==> src/arp_match_regs.vh <==
/*
 * register map, field positions, reset values and frame constants of the
 * arp frame rule matcher.
 * assumes inclusion by its bare name from the matcher's design files.
 */
// Contract
// - arp criteria apply only with arp entry type
// - opcode class any, arp only, rarp only
// - fourth class hits only unknown opcodes
// - request/reply selection any, request, reply
// - sender filter off ignores sender address
// - host mode compares sender address exactly
// - network mode compares sender address under mask
// - target filter behaves like sender filter
// - sha match one needs sha equal source mac
// - sha match zero needs sha differ source mac
// - tha match on rarp, zero differs, one equals
// - length match one needs lengths six, four
// - hardware type match one needs value one
// - protocol type match one needs 0x800
// - every three-state setting has don't-care value
// - hit counter advances once per hit
`ifndef ARP_MATCH_REGS_VH
`define ARP_MATCH_REGS_VH

// byte addresses
`define REG_CTRL_ADDR        8'h00
`define REG_SND_ADDR_ADDR    8'h04
`define REG_SND_MASK_ADDR    8'h08
`define REG_TGT_ADDR_ADDR    8'h0c
`define REG_TGT_MASK_ADDR    8'h10
`define REG_HIT_COUNT_ADDR   8'h14
`define REG_STATUS_ADDR      8'h18

// control field positions (lsb of each 2-bit field)
`define CTRL_TYPE_ARP_BIT    0
`define CTRL_OPCLASS_LSB     1
`define CTRL_REQREP_LSB      3
`define CTRL_SND_MODE_LSB    5
`define CTRL_TGT_MODE_LSB    7
`define CTRL_SHA_LSB         9
`define CTRL_THA_LSB         11
`define CTRL_LEN_LSB         13
`define CTRL_HWT_LSB         15
`define CTRL_PRT_LSB         17
`define CTRL_WIDTH           19
// three-state selections start as don't-care, opcode class rarp, request/reply reply, address modes network; entry type not arp
`define CTRL_RESET           19'h55554

// opcode class settings
`define OPCLASS_ANY          2'h0
`define OPCLASS_ARP          2'h1
`define OPCLASS_RARP         2'h2
`define OPCLASS_OTHER        2'h3
// request/reply settings (3 behaves as any)
`define REQREP_ANY           2'h0
`define REQREP_REQUEST       2'h1
`define REQREP_REPLY         2'h2
// address filter modes (3 behaves as any)
`define ADDR_MODE_ANY        2'h0
`define ADDR_MODE_HOST       2'h1
`define ADDR_MODE_NETWORK    2'h2
// three-state settings (3 behaves as any)
`define TRI_ZERO             2'h0
`define TRI_ONE              2'h1
`define TRI_ANY              2'h2

// frame field values
`define OP_ARP_REQUEST       16'h0001
`define OP_ARP_REPLY         16'h0002
`define OP_RARP_REQUEST      16'h0003
`define OP_RARP_REPLY        16'h0004
`define HW_LEN_ETHERNET      8'h06
`define PROTO_LEN_IPV4       8'h04
`define HW_TYPE_ETHERNET     16'h0001
`define PROTO_TYPE_IP        16'h0800

// axi answers
`define RESP_OKAY            2'h0
`define RESP_SLVERR          2'h2

`endif

==> src/tri_match.v <==
/*
 * three-state field test: zero, one or don't-care against a condition.
 * assumes the setting is held stable by the caller; purely combinational.
 */
`include "arp_match_regs.vh"

module tri_match (
    input  wire [1:0] setting,
    input  wire       applies,
    input  wire       cond,
    output reg        ok
);
    always @* begin
        case (setting)
            `TRI_ZERO: ok = applies & ~cond;
            `TRI_ONE:  ok = applies & cond;
            default:   ok = 1'b1;
        endcase
    end
endmodule // tri_match

==> src/proto_addr_filter.v <==
/*
 * protocol address filter: any, exact host or masked network compare.
 * assumes address and mask come from registers on the same clock.
 */
`include "arp_match_regs.vh"

module proto_addr_filter (
    input  wire [1:0]  mode,
    input  wire [31:0] cfg_addr,
    input  wire [31:0] cfg_mask,
    input  wire [31:0] frame_addr,
    output reg         ok
);
    always @* begin
        case (mode)
            `ADDR_MODE_HOST:    ok = (frame_addr == cfg_addr);
            `ADDR_MODE_NETWORK: ok = ((frame_addr & cfg_mask) == (cfg_addr & cfg_mask));
            default:            ok = 1'b1;
        endcase
    end
endmodule // proto_addr_filter

==> src/arp_frame_rule_matcher.v <==
/*
 * arp part of one access control entry: per-frame match decision,
 * hit counter and the axi4-lite register file that configures it.
 * assumes the ingress parser presents all header fields together with a
 * one-cycle frame_valid on aclk; the axi master is on aclk as well.
 */
`include "arp_match_regs.vh"

module arp_frame_rule_matcher #(
    parameter CNT_W = 32
) (
    input  wire        aclk,
    input  wire        aresetn,
    // axi4-lite slave
    input  wire [7:0]  s_axi_awaddr,
    input  wire [2:0]  s_axi_awprot,
    input  wire        s_axi_awvalid,
    output reg         s_axi_awready,
    input  wire [31:0] s_axi_wdata,
    input  wire [3:0]  s_axi_wstrb,
    input  wire        s_axi_wvalid,
    output reg         s_axi_wready,
    output reg  [1:0]  s_axi_bresp,
    output reg         s_axi_bvalid,
    input  wire        s_axi_bready,
    input  wire [7:0]  s_axi_araddr,
    input  wire [2:0]  s_axi_arprot,
    input  wire        s_axi_arvalid,
    output reg         s_axi_arready,
    output reg  [31:0] s_axi_rdata,
    output reg  [1:0]  s_axi_rresp,
    output reg         s_axi_rvalid,
    input  wire        s_axi_rready,
    // frame fields from the ingress parser
    input  wire        frame_valid,
    input  wire [15:0] frame_opcode,
    input  wire [47:0] frame_source_mac,
    input  wire [47:0] frame_sender_hw,
    input  wire [47:0] frame_target_hw,
    input  wire [31:0] sender_proto_addr,
    input  wire [31:0] frame_target_proto,
    input  wire [7:0]  frame_hw_len,
    input  wire [7:0]  frame_proto_len,
    input  wire [15:0] hardware_type_field,
    input  wire [15:0] frame_proto_type,
    // decision, one cycle after frame_valid
    output reg         match_valid,
    output reg         match_hit
);

    function [31:0] apply_strb;
        input [31:0] old_val;
        input [31:0] new_val;
        input [3:0]  strb;
        integer i;
        begin
            apply_strb = old_val;
            for (i = 0; i < 4; i = i + 1) begin
                if (strb[i]) begin
                    apply_strb[i*8 +: 8] = new_val[i*8 +: 8];
                end
            end
        end
    endfunction

    function addr_known;
        input [7:0] a;
        begin
            addr_known = (a == `REG_CTRL_ADDR) || (a == `REG_SND_ADDR_ADDR) ||
                         (a == `REG_SND_MASK_ADDR) || (a == `REG_TGT_ADDR_ADDR) ||
                         (a == `REG_TGT_MASK_ADDR) || (a == `REG_HIT_COUNT_ADDR) ||
                         (a == `REG_STATUS_ADDR);
        end
    endfunction

    // configuration registers
    reg  [`CTRL_WIDTH-1:0] ctrl_r;
    reg  [31:0]            snd_addr_r;
    reg  [31:0]            snd_mask_r;
    reg  [31:0]            tgt_addr_r;
    reg  [31:0]            tgt_mask_r;
    reg  [CNT_W-1:0]       hit_count_r;
    reg  [CNT_W-1:0]       hit_count_nxt;

    // write channel state
    reg                    aw_full_r;
    reg  [7:0]             aw_addr_r;
    reg                    w_full_r;
    reg  [31:0]            w_data_r;
    reg  [3:0]             w_strb_r;

    wire [1:0] opclass  = ctrl_r[`CTRL_OPCLASS_LSB +: 2];
    wire [1:0] reqrep   = ctrl_r[`CTRL_REQREP_LSB +: 2];
    wire [1:0] snd_mode = ctrl_r[`CTRL_SND_MODE_LSB +: 2];
    wire [1:0] tgt_mode = ctrl_r[`CTRL_TGT_MODE_LSB +: 2];
    wire       type_arp = ctrl_r[`CTRL_TYPE_ARP_BIT];

    // opcode decode
    wire op_arp  = (frame_opcode == `OP_ARP_REQUEST) || (frame_opcode == `OP_ARP_REPLY);
    wire op_rarp = (frame_opcode == `OP_RARP_REQUEST) || (frame_opcode == `OP_RARP_REPLY);
    wire op_req  = (frame_opcode == `OP_ARP_REQUEST) || (frame_opcode == `OP_RARP_REQUEST);
    wire op_rep  = (frame_opcode == `OP_ARP_REPLY) || (frame_opcode == `OP_RARP_REPLY);

    reg  opclass_ok;
    reg  reqrep_ok;
    wire snd_ok;
    wire tgt_ok;
    wire sha_ok;
    wire tha_ok;
    wire len_ok;
    wire hwt_ok;
    wire prt_ok;
    wire arp_all_ok;
    wire entry_hit;

    always @* begin
        case (opclass)
            `OPCLASS_ARP:   opclass_ok = op_arp;
            `OPCLASS_RARP:  opclass_ok = op_rarp;
            `OPCLASS_OTHER: opclass_ok = ~op_arp & ~op_rarp;
            default:        opclass_ok = 1'b1;
        endcase
    end

    always @* begin
        case (reqrep)
            `REQREP_REQUEST: reqrep_ok = op_req;
            `REQREP_REPLY:   reqrep_ok = op_rep;
            default:         reqrep_ok = 1'b1;
        endcase
    end

    proto_addr_filter u_snd_filter (
        .mode       (snd_mode),
        .cfg_addr   (snd_addr_r),
        .cfg_mask   (snd_mask_r),
        .frame_addr (sender_proto_addr),
        .ok         (snd_ok)
    );

    proto_addr_filter u_tgt_filter (
        .mode       (tgt_mode),
        .cfg_addr   (tgt_addr_r),
        .cfg_mask   (tgt_mask_r),
        .frame_addr (frame_target_proto),
        .ok         (tgt_ok)
    );

    tri_match u_sha (
        .setting (ctrl_r[`CTRL_SHA_LSB +: 2]),
        .applies (op_arp),
        .cond    (frame_sender_hw == frame_source_mac),
        .ok      (sha_ok)
    );

    tri_match u_tha (
        .setting (ctrl_r[`CTRL_THA_LSB +: 2]),
        .applies (op_rarp),
        .cond    (frame_target_hw == frame_source_mac),
        .ok      (tha_ok)
    );

    tri_match u_len (
        .setting (ctrl_r[`CTRL_LEN_LSB +: 2]),
        .applies (1'b1),
        .cond    ((frame_hw_len == `HW_LEN_ETHERNET) && (frame_proto_len == `PROTO_LEN_IPV4)),
        .ok      (len_ok)
    );

    tri_match u_hwt (
        .setting (ctrl_r[`CTRL_HWT_LSB +: 2]),
        .applies (1'b1),
        .cond    (hardware_type_field == `HW_TYPE_ETHERNET),
        .ok      (hwt_ok)
    );

    tri_match u_prt (
        .setting (ctrl_r[`CTRL_PRT_LSB +: 2]),
        .applies (1'b1),
        .cond    (frame_proto_type == `PROTO_TYPE_IP),
        .ok      (prt_ok)
    );

    assign arp_all_ok = opclass_ok & reqrep_ok & snd_ok & tgt_ok &
                        sha_ok & tha_ok & len_ok & hwt_ok & prt_ok;
    assign entry_hit  = ~type_arp | arp_all_ok;

    // decision register
    always @(posedge aclk) begin
        if (!aresetn) begin
            match_valid <= 1'b0;
            match_hit   <= 1'b0;
        end else begin
            match_valid <= frame_valid;
            match_hit   <= frame_valid & entry_hit;
        end
    end

    // write channel: address and data taken in either order
    wire aw_take  = s_axi_awvalid & s_axi_awready;
    wire w_take   = s_axi_wvalid & s_axi_wready;
    wire aw_full  = aw_full_r | aw_take;
    wire w_full   = w_full_r | w_take;
    wire [7:0]  wr_addr = aw_full_r ? aw_addr_r : s_axi_awaddr;
    wire [31:0] wr_data = w_full_r ? w_data_r : s_axi_wdata;
    wire [3:0]  wr_strb = w_full_r ? w_strb_r : s_axi_wstrb;
    wire wr_do    = aw_full & w_full & ~s_axi_bvalid;
    wire cnt_clr  = wr_do & (wr_addr == `REG_HIT_COUNT_ADDR);
    // ctrl is narrower than the bus: upper written bits are dropped
    wire [31:0] ctrl_wr = apply_strb({{(32-`CTRL_WIDTH){1'b0}}, ctrl_r}, wr_data, wr_strb);

    always @(posedge aclk) begin
        if (!aresetn) begin
            aw_full_r     <= 1'b0;
            aw_addr_r     <= 8'h00;
            w_full_r      <= 1'b0;
            w_data_r      <= 32'h0000_0000;
            w_strb_r      <= 4'h0;
            s_axi_awready <= 1'b0;
            s_axi_wready  <= 1'b0;
            s_axi_bvalid  <= 1'b0;
            s_axi_bresp   <= `RESP_OKAY;
        end else begin
            if (aw_take) begin
                aw_addr_r <= s_axi_awaddr;
            end
            if (w_take) begin
                w_data_r <= s_axi_wdata;
                w_strb_r <= s_axi_wstrb;
            end
            if (wr_do) begin
                aw_full_r     <= 1'b0;
                w_full_r      <= 1'b0;
                s_axi_awready <= 1'b0;
                s_axi_wready  <= 1'b0;
                s_axi_bvalid  <= 1'b1;
                s_axi_bresp   <= addr_known(wr_addr) ? `RESP_OKAY : `RESP_SLVERR;
            end else begin
                aw_full_r     <= aw_full;
                w_full_r      <= w_full;
                s_axi_awready <= ~aw_full & ~s_axi_bvalid;
                s_axi_wready  <= ~w_full & ~s_axi_bvalid;
                if (s_axi_bvalid && s_axi_bready) begin
                    s_axi_bvalid  <= 1'b0;
                    s_axi_awready <= 1'b1;
                    s_axi_wready  <= 1'b1;
                end
            end
        end
    end

    // configuration writes
    always @(posedge aclk) begin
        if (!aresetn) begin
            ctrl_r     <= `CTRL_RESET;
            snd_addr_r <= 32'h0000_0000;
            snd_mask_r <= 32'h0000_0000;
            tgt_addr_r <= 32'h0000_0000;
            tgt_mask_r <= 32'h0000_0000;
        end else if (wr_do) begin
            case (wr_addr)
                `REG_CTRL_ADDR: begin
                    ctrl_r <= ctrl_wr[`CTRL_WIDTH-1:0];
                end
                `REG_SND_ADDR_ADDR: snd_addr_r <= apply_strb(snd_addr_r, wr_data, wr_strb);
                `REG_SND_MASK_ADDR: snd_mask_r <= apply_strb(snd_mask_r, wr_data, wr_strb);
                `REG_TGT_ADDR_ADDR: tgt_addr_r <= apply_strb(tgt_addr_r, wr_data, wr_strb);
                `REG_TGT_MASK_ADDR: tgt_mask_r <= apply_strb(tgt_mask_r, wr_data, wr_strb);
                default: begin
                end
            endcase
        end
    end

    // hit counter: a hit in the clearing cycle still counts
    always @* begin
        hit_count_nxt = cnt_clr ? {CNT_W{1'b0}} : hit_count_r;
        if (frame_valid && entry_hit) begin
            hit_count_nxt = hit_count_nxt + {{(CNT_W-1){1'b0}}, 1'b1};
        end
    end

    always @(posedge aclk) begin
        if (!aresetn) begin
            hit_count_r <= {CNT_W{1'b0}};
        end else begin
            hit_count_r <= hit_count_nxt;
        end
    end

    // read channel
    reg [31:0] rd_mux;
    always @* begin
        rd_mux = 32'h0000_0000;
        case (s_axi_araddr)
            `REG_CTRL_ADDR:      rd_mux = {{(32-`CTRL_WIDTH){1'b0}}, ctrl_r};
            `REG_SND_ADDR_ADDR:  rd_mux = snd_addr_r;
            `REG_SND_MASK_ADDR:  rd_mux = snd_mask_r;
            `REG_TGT_ADDR_ADDR:  rd_mux = tgt_addr_r;
            `REG_TGT_MASK_ADDR:  rd_mux = tgt_mask_r;
            `REG_HIT_COUNT_ADDR: rd_mux = hit_count_r[31:0];
            `REG_STATUS_ADDR:    rd_mux = {30'h0000_0000, match_hit, match_valid};
            default:             rd_mux = 32'h0000_0000;
        endcase
    end

    always @(posedge aclk) begin
        if (!aresetn) begin
            s_axi_arready <= 1'b0;
            s_axi_rvalid  <= 1'b0;
            s_axi_rdata   <= 32'h0000_0000;
            s_axi_rresp   <= `RESP_OKAY;
        end else if (s_axi_arvalid && s_axi_arready) begin
            s_axi_arready <= 1'b0;
            s_axi_rvalid  <= 1'b1;
            s_axi_rdata   <= rd_mux;
            s_axi_rresp   <= addr_known(s_axi_araddr) ? `RESP_OKAY : `RESP_SLVERR;
        end else if (s_axi_rvalid) begin
            if (s_axi_rready) begin
                s_axi_rvalid  <= 1'b0;
                s_axi_arready <= 1'b1;
            end
        end else begin
            s_axi_arready <= 1'b1;
        end
    end

endmodule // arp_frame_rule_matcher

==> config.mk <==
export PLATFORM = sky130hd
export DESIGN_NAME = arp_frame_rule_matcher
export DESIGN_NICKNAME = d
export VERILOG_FILES = /design/src/tri_match.v /design/src/proto_addr_filter.v /design/src/arp_frame_rule_matcher.v
export VERILOG_INCLUDE_DIRS = /design/src
export SDC_FILE = /design/constraint.sdc
export NUM_CORES = 1
export LEC_CHECK = 0
export ABC_AREA = 1
export BUFFER_PORTS_ARGS = -buffer_cell sky130_fd_sc_hd__buf_4
export CAP_MARGIN = 25
export CORE_MARGIN = 1
export CORE_UTILIZATION = 50
export DETAILED_ROUTE_END_ITERATION = 16
export HOLD_SLACK_MARGIN = 0.05
export PLACE_DENSITY = 0.78
export SYNTH_ARGS = -nofsm -noshare
export SYNTH_HDL_FRONTEND = slang
export SYNTH_SLANG_ARGS = --single-unit
==> constraint.sdc <==
create_clock -name aclk -period 2.35 [get_ports aclk]
set_input_delay 0.235 -clock aclk [delete_from_list [all_inputs] [get_ports aclk]]
set_output_delay 0.235 -clock aclk [all_outputs]
set_load 0.02 [all_outputs]
# ---- Yosys cells after proc, flatten, opt, wreduce, memory -nomap -nowiden
# Cells that the tools add are included.
dict set report classes {
  add_sub_neg 1
  eq_ne 41
  n_mux 26
  n_bitwise 40
  reduce_logical 49
}
# op n
set op_table {}
lappend op_table {{$pmux 32 s7} 1}
lappend op_table {{$and 32x32->32} 4}
lappend op_table {{$eq 32x32->1} 4}
lappend op_table {{$eq 48x48->1} 2}
lappend op_table {{$mux 32} 3}
lappend op_table {{$reduce_and 3->1} 19}
lappend op_table {{$eq 8x5->1 const B} 6}
lappend op_table {{$add 32x1->32 const B} 1}
lappend op_table {{$eq 16x1->1 const B} 2}
lappend op_table {{$eq 16x2->1 const B} 2}
lappend op_table {{$eq 8x3->1 const B} 4}
lappend op_table {{$eq 8x4->1 const B} 4}
lappend op_table {{$and 1x1->1} 21}
lappend op_table {{$eq 2x1->1 const B} 9}
lappend op_table {{$eq 16x12->1 const B} 1}
lappend op_table {{$eq 16x3->1 const B} 1}
lappend op_table {{$logic_not 8->1} 2}
lappend op_table {{$logic_or 1x1->1} 16}
lappend op_table {{$pmux 1 s2} 8}
lappend op_table {{$not 1->1} 12}
lappend op_table {{$eq 2x2->1 const B} 5}
lappend op_table {{$logic_not 2->1} 5}
lappend op_table {{$mux 1} 9}
lappend op_table {{$mux 8} 1}
lappend op_table {{other kinds (8)} 15}
dict set report word_totals {
  ff_bits 268
  input_bits 338
  output_inout_bits 43
  elab_cells 192
}

# ---- Longest topological paths before layout
dict set report logic_depth {
  ltp_word 16
  mapped_depth 25
  mapped_depth_nobuf 22
}

# ---- Hierarchy
# A second synthesis with hierarchy kept.
dict set report unflattened {
  cells_unflattened 2459
  area_unflattened_um2 15716.3
}
# module n_inst cells_each area_per_inst_um2 seq_area_each_um2
set modules_own_cells {}
lappend modules_own_cells {arp_frame_rule_matcher 1 1924 13456.7 5325.1}
lappend modules_own_cells {proto_addr_filter 2 250 1061.0 0.0}
lappend modules_own_cells {tri_match 5 7 27.5 0.0}

# ---- Worst setup path before layout
# OpenSTA, ideal clock, no wires.
dict set report synth_path {
  kind {reg2reg}
  startpoint {reg s_axi_wready}
  endpoint {reg hit_count_r[16]}
  setup_ns 0.115
  arrival_ns 2.569
  required_ns 2.235
  path_slack_ns -0.334
  stages_incl_launch_ff 23
  n_path_buf 2
  synth_period_minus_slack_ns 2.684
  path_cell_list {dfxtp_1 -> nand2_1 -> nand2_1 -> nand3_4 -> inv_2 -> nand3_2 -> inv_1 -> buf_2 -> buf_1 -> nor2_1 -> ha_1 -> nand2_1 -> inv_1 -> nand3_2 -> nor2_1 -> nand2_1 -> inv_2 -> nand2_1 -> nor2_2 -> inv_1 -> nor2_1 -> a21oi_1 -> nor2_1}
}
dict set report synth_via {
  elab_chain_len 8
}
# item line
set synth_lines {}
lappend synth_lines {{start, declared} arp_frame_rule_matcher.v:22} ;# output reg s_axi_wready,
lappend synth_lines {{start signal, assigned} arp_frame_rule_matcher.v:242} ;# s_axi_wready <= ~w_full & ~s_axi_bvalid;
lappend synth_lines {{$and 1x1->1 *} arp_frame_rule_matcher.v:201} ;# wire w_take = s_axi_wvalid & s_axi_wready;
lappend synth_lines {{$or 1x1->1 *} arp_frame_rule_matcher.v:203} ;# wire w_full = w_full_r | w_take;
lappend synth_lines {{$and 1x1->1 * (2 in a row)} arp_frame_rule_matcher.v:207} ;# wire wr_do = aw_full & w_full & ~s_axi_bvalid;
lappend synth_lines {{$and 1x1->1 *} arp_frame_rule_matcher.v:208} ;# wire cnt_clr = wr_do & (wr_addr == `REG_HIT_COUNT_ADDR);
lappend synth_lines {{$mux 32 *} arp_frame_rule_matcher.v:277} ;# hit_count_nxt = cnt_clr ? {CNT_W{1'b0}} : hit_count_r;
lappend synth_lines {{$add 32x1->32} arp_frame_rule_matcher.v:279} ;# hit_count_nxt = hit_count_nxt + {{(CNT_W-1){1'b0}}, 1'b1};
lappend synth_lines {{$mux 32 *} arp_frame_rule_matcher.v:278} ;# if (frame_valid && entry_hit) begin
lappend synth_lines {{end signal, assigned} arp_frame_rule_matcher.v:285} ;# hit_count_r <= {CNT_W{1'b0}};
lappend synth_lines {{end signal, assigned} arp_frame_rule_matcher.v:287} ;# hit_count_r <= hit_count_nxt;
lappend synth_lines {{end, declared} arp_frame_rule_matcher.v:82} ;# reg [CNT_W-1:0] hit_count_r;
# Every way passes the cells marked *; elsewhere a longest branch is shown, timed or not.
# A chain may end at the register's enable or synchronous reset.

# ---- Final worst setup path
dict set report layout_path {
  startpoint {reg aw_full_r}
  endpoint {reg hit_count_r[31]}
}
dict set report layout_via {
  elab_chain_len 7
}
# item line
set layout_lines {}
lappend layout_lines {{start, declared} arp_frame_rule_matcher.v:86} ;# reg aw_full_r;
lappend layout_lines {{start signal, assigned} arp_frame_rule_matcher.v:239} ;# aw_full_r <= aw_full;
lappend layout_lines {{$or 1x1->1} arp_frame_rule_matcher.v:202} ;# wire aw_full = aw_full_r | aw_take;
lappend layout_lines {{$and 1x1->1 (2 in a row)} arp_frame_rule_matcher.v:207}
lappend layout_lines {{$and 1x1->1 *} arp_frame_rule_matcher.v:208}
lappend layout_lines {{$mux 32 *} arp_frame_rule_matcher.v:277}
lappend layout_lines {{$add 32x1->32} arp_frame_rule_matcher.v:279}
lappend layout_lines {{$mux 32 *} arp_frame_rule_matcher.v:278}
# Marked as above.

==> impl_metrics.ini <==
[status]
status = finished with violations
violations = negative setup slack

[worst_setup_path]
cp_slowest_cell = dfxtp_4
critPathArrivalTime_ns = 2.87
path_cells = buf_6 -> nand2_2 -> nand2_2 -> nand2_2 -> nor2_4 -> nand3_4 -> buf_6 -> nand3_1 -> nor2_1 -> inv_1 -> nor2_4 -> nand3_2 -> nor2_2 -> nand3_1 -> nand2_1 -> nor2_1
worst_setup_path_start_kind = flip-flop
worstSetupEndpointType = flip-flop
crit_fanout = 28
path_class = flip-flop to flip-flop
rr_worst_depth = 16
r2r-start = aw_full_r$_SDFF_PP0_
crit_top_cell = nand2_2
critical-path-top-delay-family = simple AND/OR/NAND/NOR gates
worstPathRequired_ns = 2.80
rrSetupSlack_ns = -0.07
path_buf_inv = 3
r2r_end = hit_count_r[31]$_SDFF_PN0_
crit_path_max_incr_delay_ns = 0.39
worst-path-stages = 16

[yosys]
yosys-top-cells-area = dfxtp_1, nand2_1, inv_1
syn_area_mm2 = 0.01613
synth.yosys.seq_area_share_pct = 33.02
ys_types = 48
synth-async-reset-ratio_pct = 0
syn_avg_cell_area_um2 = 6.092
yosys_warnings = 0
synth_edf_count = 0
ys.flop_type = dfxtp_1
synthCells = 2647
synth_top_area_cell = dfxtp_1
synth_top_area_share_pct = 33.02
ys_ff_latch = 266

[detailed_routing]
drt_iter0_drc = 1946
drt_pass1_iterations = 6
drc = 0
wl_per_cell_um = 17.17
vias = 19120
detail_route.vias_per_cell = 5.402
ant_nets = 0
wirelength_um = 60790

[placement]
io_buffers = 372
hpwlAfterDp_um = 45400
gp_congestion = 0.9300

[clock_network]
clk_latency_ns = 0.57
htreeDepth = 1
clkSlewWorstSetupHoldPaths_ns = 0.06
root_buffer = clkbuf_16
cts_buffer_depth = 3
cts_made_buffers = 29
clock-sinks = 266
cts_tree = done

[flow_run]
max_cap_violations = 0

[finish]
drive_above_1_share_pct = 20.47
final_common_cell = nand2_1
utilization_pct = 68.62
final_cell_mix = nand2_1, buf_4, inv_1
area_growth_pct = 34.61
finalNetCount = 3458

[pwr]
peakVddDrop_uv = 613.1
power_density_mw_per_mm2 = 506.8
leakagePower_uw = 0.009957
power_uw = 11000

[sta]
maxSlewHeadroom_pct = 18.26
hold_viol_final = 0
slew_viol_final = 0
tightest_slew_ns = 1.213
layout_min_cycle_time_ns = 2.417
grt_setup_unrepaired = yes
finalClockSkew_ns = 0.02833
setup_slack_ns = -0.06704
fmax_ghz = 0.4137
hold_ws_ns = 0.1569
finalSetupViolations = 6
post-route-period-util_pct = 102.9

[die]
die_area_mm2 = 0.03297
chipWidth_um = 181.6
die_h_um = 181.6
rows = 65
fp.coreArea_mm2 = 0.03164
io_pins = 381
initial_core_util_pct = 50.97

[global_routing]
grt_first_pass_wirelength_um = 91620
grt_max_degree = 105
gr-total-overflow = 0
grt_usage_pct = 35.08
grt_pass1_vias = 17320
antenna_found_initial = 1

[worst_hold_path]
hold_end = s_axi_awready$_SDFF_PP0_
worstHoldPathCells = 5
min_from = s_axi_awvalid
hold_class = input port to flip-flop
[area by class of cell]
type	instances	area [µm²]
Clock buffer	41	830.8
Tap cell	402	503.0
Timing Repair Buffer	528	4252
Sequential cell	266	5335
Antenna cell	2	5.005
Inverter	408	1545
Fill cell	2753	9928
Multi-Input combinational cell	1880	9114
Clock inverter	13	123.9
[through the flow]
step	worst slack, ns	area, µm²	instances	setup TNS [ns]
6_report	-0.06704	21710	3540	-0.1764
5_1_grt	-0.2270	21710	3539	-2.237
4_1_cts	0.01069	21330	3531	0
3_5_place_dp	-0.2098	19850	3427	-2.253
3_3_place_gp	-0.1035	19850	3427	-0.4123
2_1_floorplan	-0.05515	16180	2648	-0.09318
[what timing repair did]
action,in CTS,in global routing
buffers inserted,0,3
pin swaps,3,19
setup endpoints to repair,28,35
hold buffers,50,0
hold endpoints to repair,51,0
gates resized for setup,8,77
gates cloned,0,3
[power by group]
group	internal, µW	switching, µW	total, µW	leakage, µW
clock	2680	1920	4600	0.000472
sequential	4590	49.0	4640	0.00216
combinational	811	950	1760	0.00733
total	8080	2920	11000	0.00996
[synthesized netlist by cell type, types with 6 or more instances]
cell type  instances
a21oi_1          233
and2_1             7
buf_6              8
clkbuf_1          76
dfxtp_1          266
ha_1               7
inv_1            400
inv_2              7
nand2_1          680
nand2_2            7
nand3_1          155
nand3_2            6
nand4_1           16
nor2_1           334
nor2_2            11
nor3_1            13
nor4_1             8
o211ai_1           7
o21ai_0          219
o221ai_1          14
o22ai_1           46
xnor2_1           59
xor2_1            11
[state kept, by name, summed over array words and instances, names as in the netlist]
signal,count
snd_mask_r,32
aw_addr_r,8
s_axi_arready,1
s_axi_rvalid,1
s_axi_awready,1
s_axi_rdata,32
w_strb_r,4
match_hit,1
ctrl_r,19
s_axi_rresp,1
snd_addr_r,32
w_data_r,32
tgt_addr_r,32
s_axi_wready,1
s_axi_bvalid,1
tgt_mask_r,32
w_full_r,1
hit_count_r,32
s_axi_bresp,1
match_valid,1
aw_full_r,1
[how the worst max path moves through the flow]
stage / startpoint / slack (ns) / to
2_1_floorplan: aw_full_r$_SDFF_PP0_ / -0.06 / hit_count_r[16]$_SDFF_PN0_
3_3_place_gp: aw_full_r$_SDFF_PP0_ / -0.10 / hit_count_r[16]$_SDFF_PN0_
3_5_place_dp: aw_full_r$_SDFF_PP0_ / -0.21 / hit_count_r[16]$_SDFF_PN0_
4_1_cts: aw_full_r$_SDFF_PP0_ / 0.01 / hit_count_r[14]$_SDFF_PN0_
5_1_grt: aw_full_r$_SDFF_PP0_ / -0.23 / hit_count_r[24]$_SDFF_PN0_
6_report: aw_full_r$_SDFF_PP0_ / -0.07 / hit_count_r[31]$_SDFF_PN0_
[logic make-up after synthesis]
kind of cell	after synthesis	synth area share, %
DFF	266	33.02
other	1	0.02325
and+or+nand+nor	1260	32.43
xor gates and xnor gates	70	3.802
adders and majority gates	7	0.5431
buffers and inverters	502	12.27
AOI/OAI and AO/OA	541	17.91
[tightest hold or removal path: cells and delay by family]
family                 cells  cell delay [ns]
buffers and inverters      2             0.19
and+or+nand+nor            2             0.18
AOI/OAI and AO/OA          1             0.06
[per-layer routing]
metal	GRT usage, %	vias up	routed length [µm]
met2	60.74	863	28730
met1	45.15	8776	24690
met4	11.05	0	2085
met5	0	-	0
met3	4.473	126	5288
li1	-	9359	-
(Power assumes the default switching activity.)
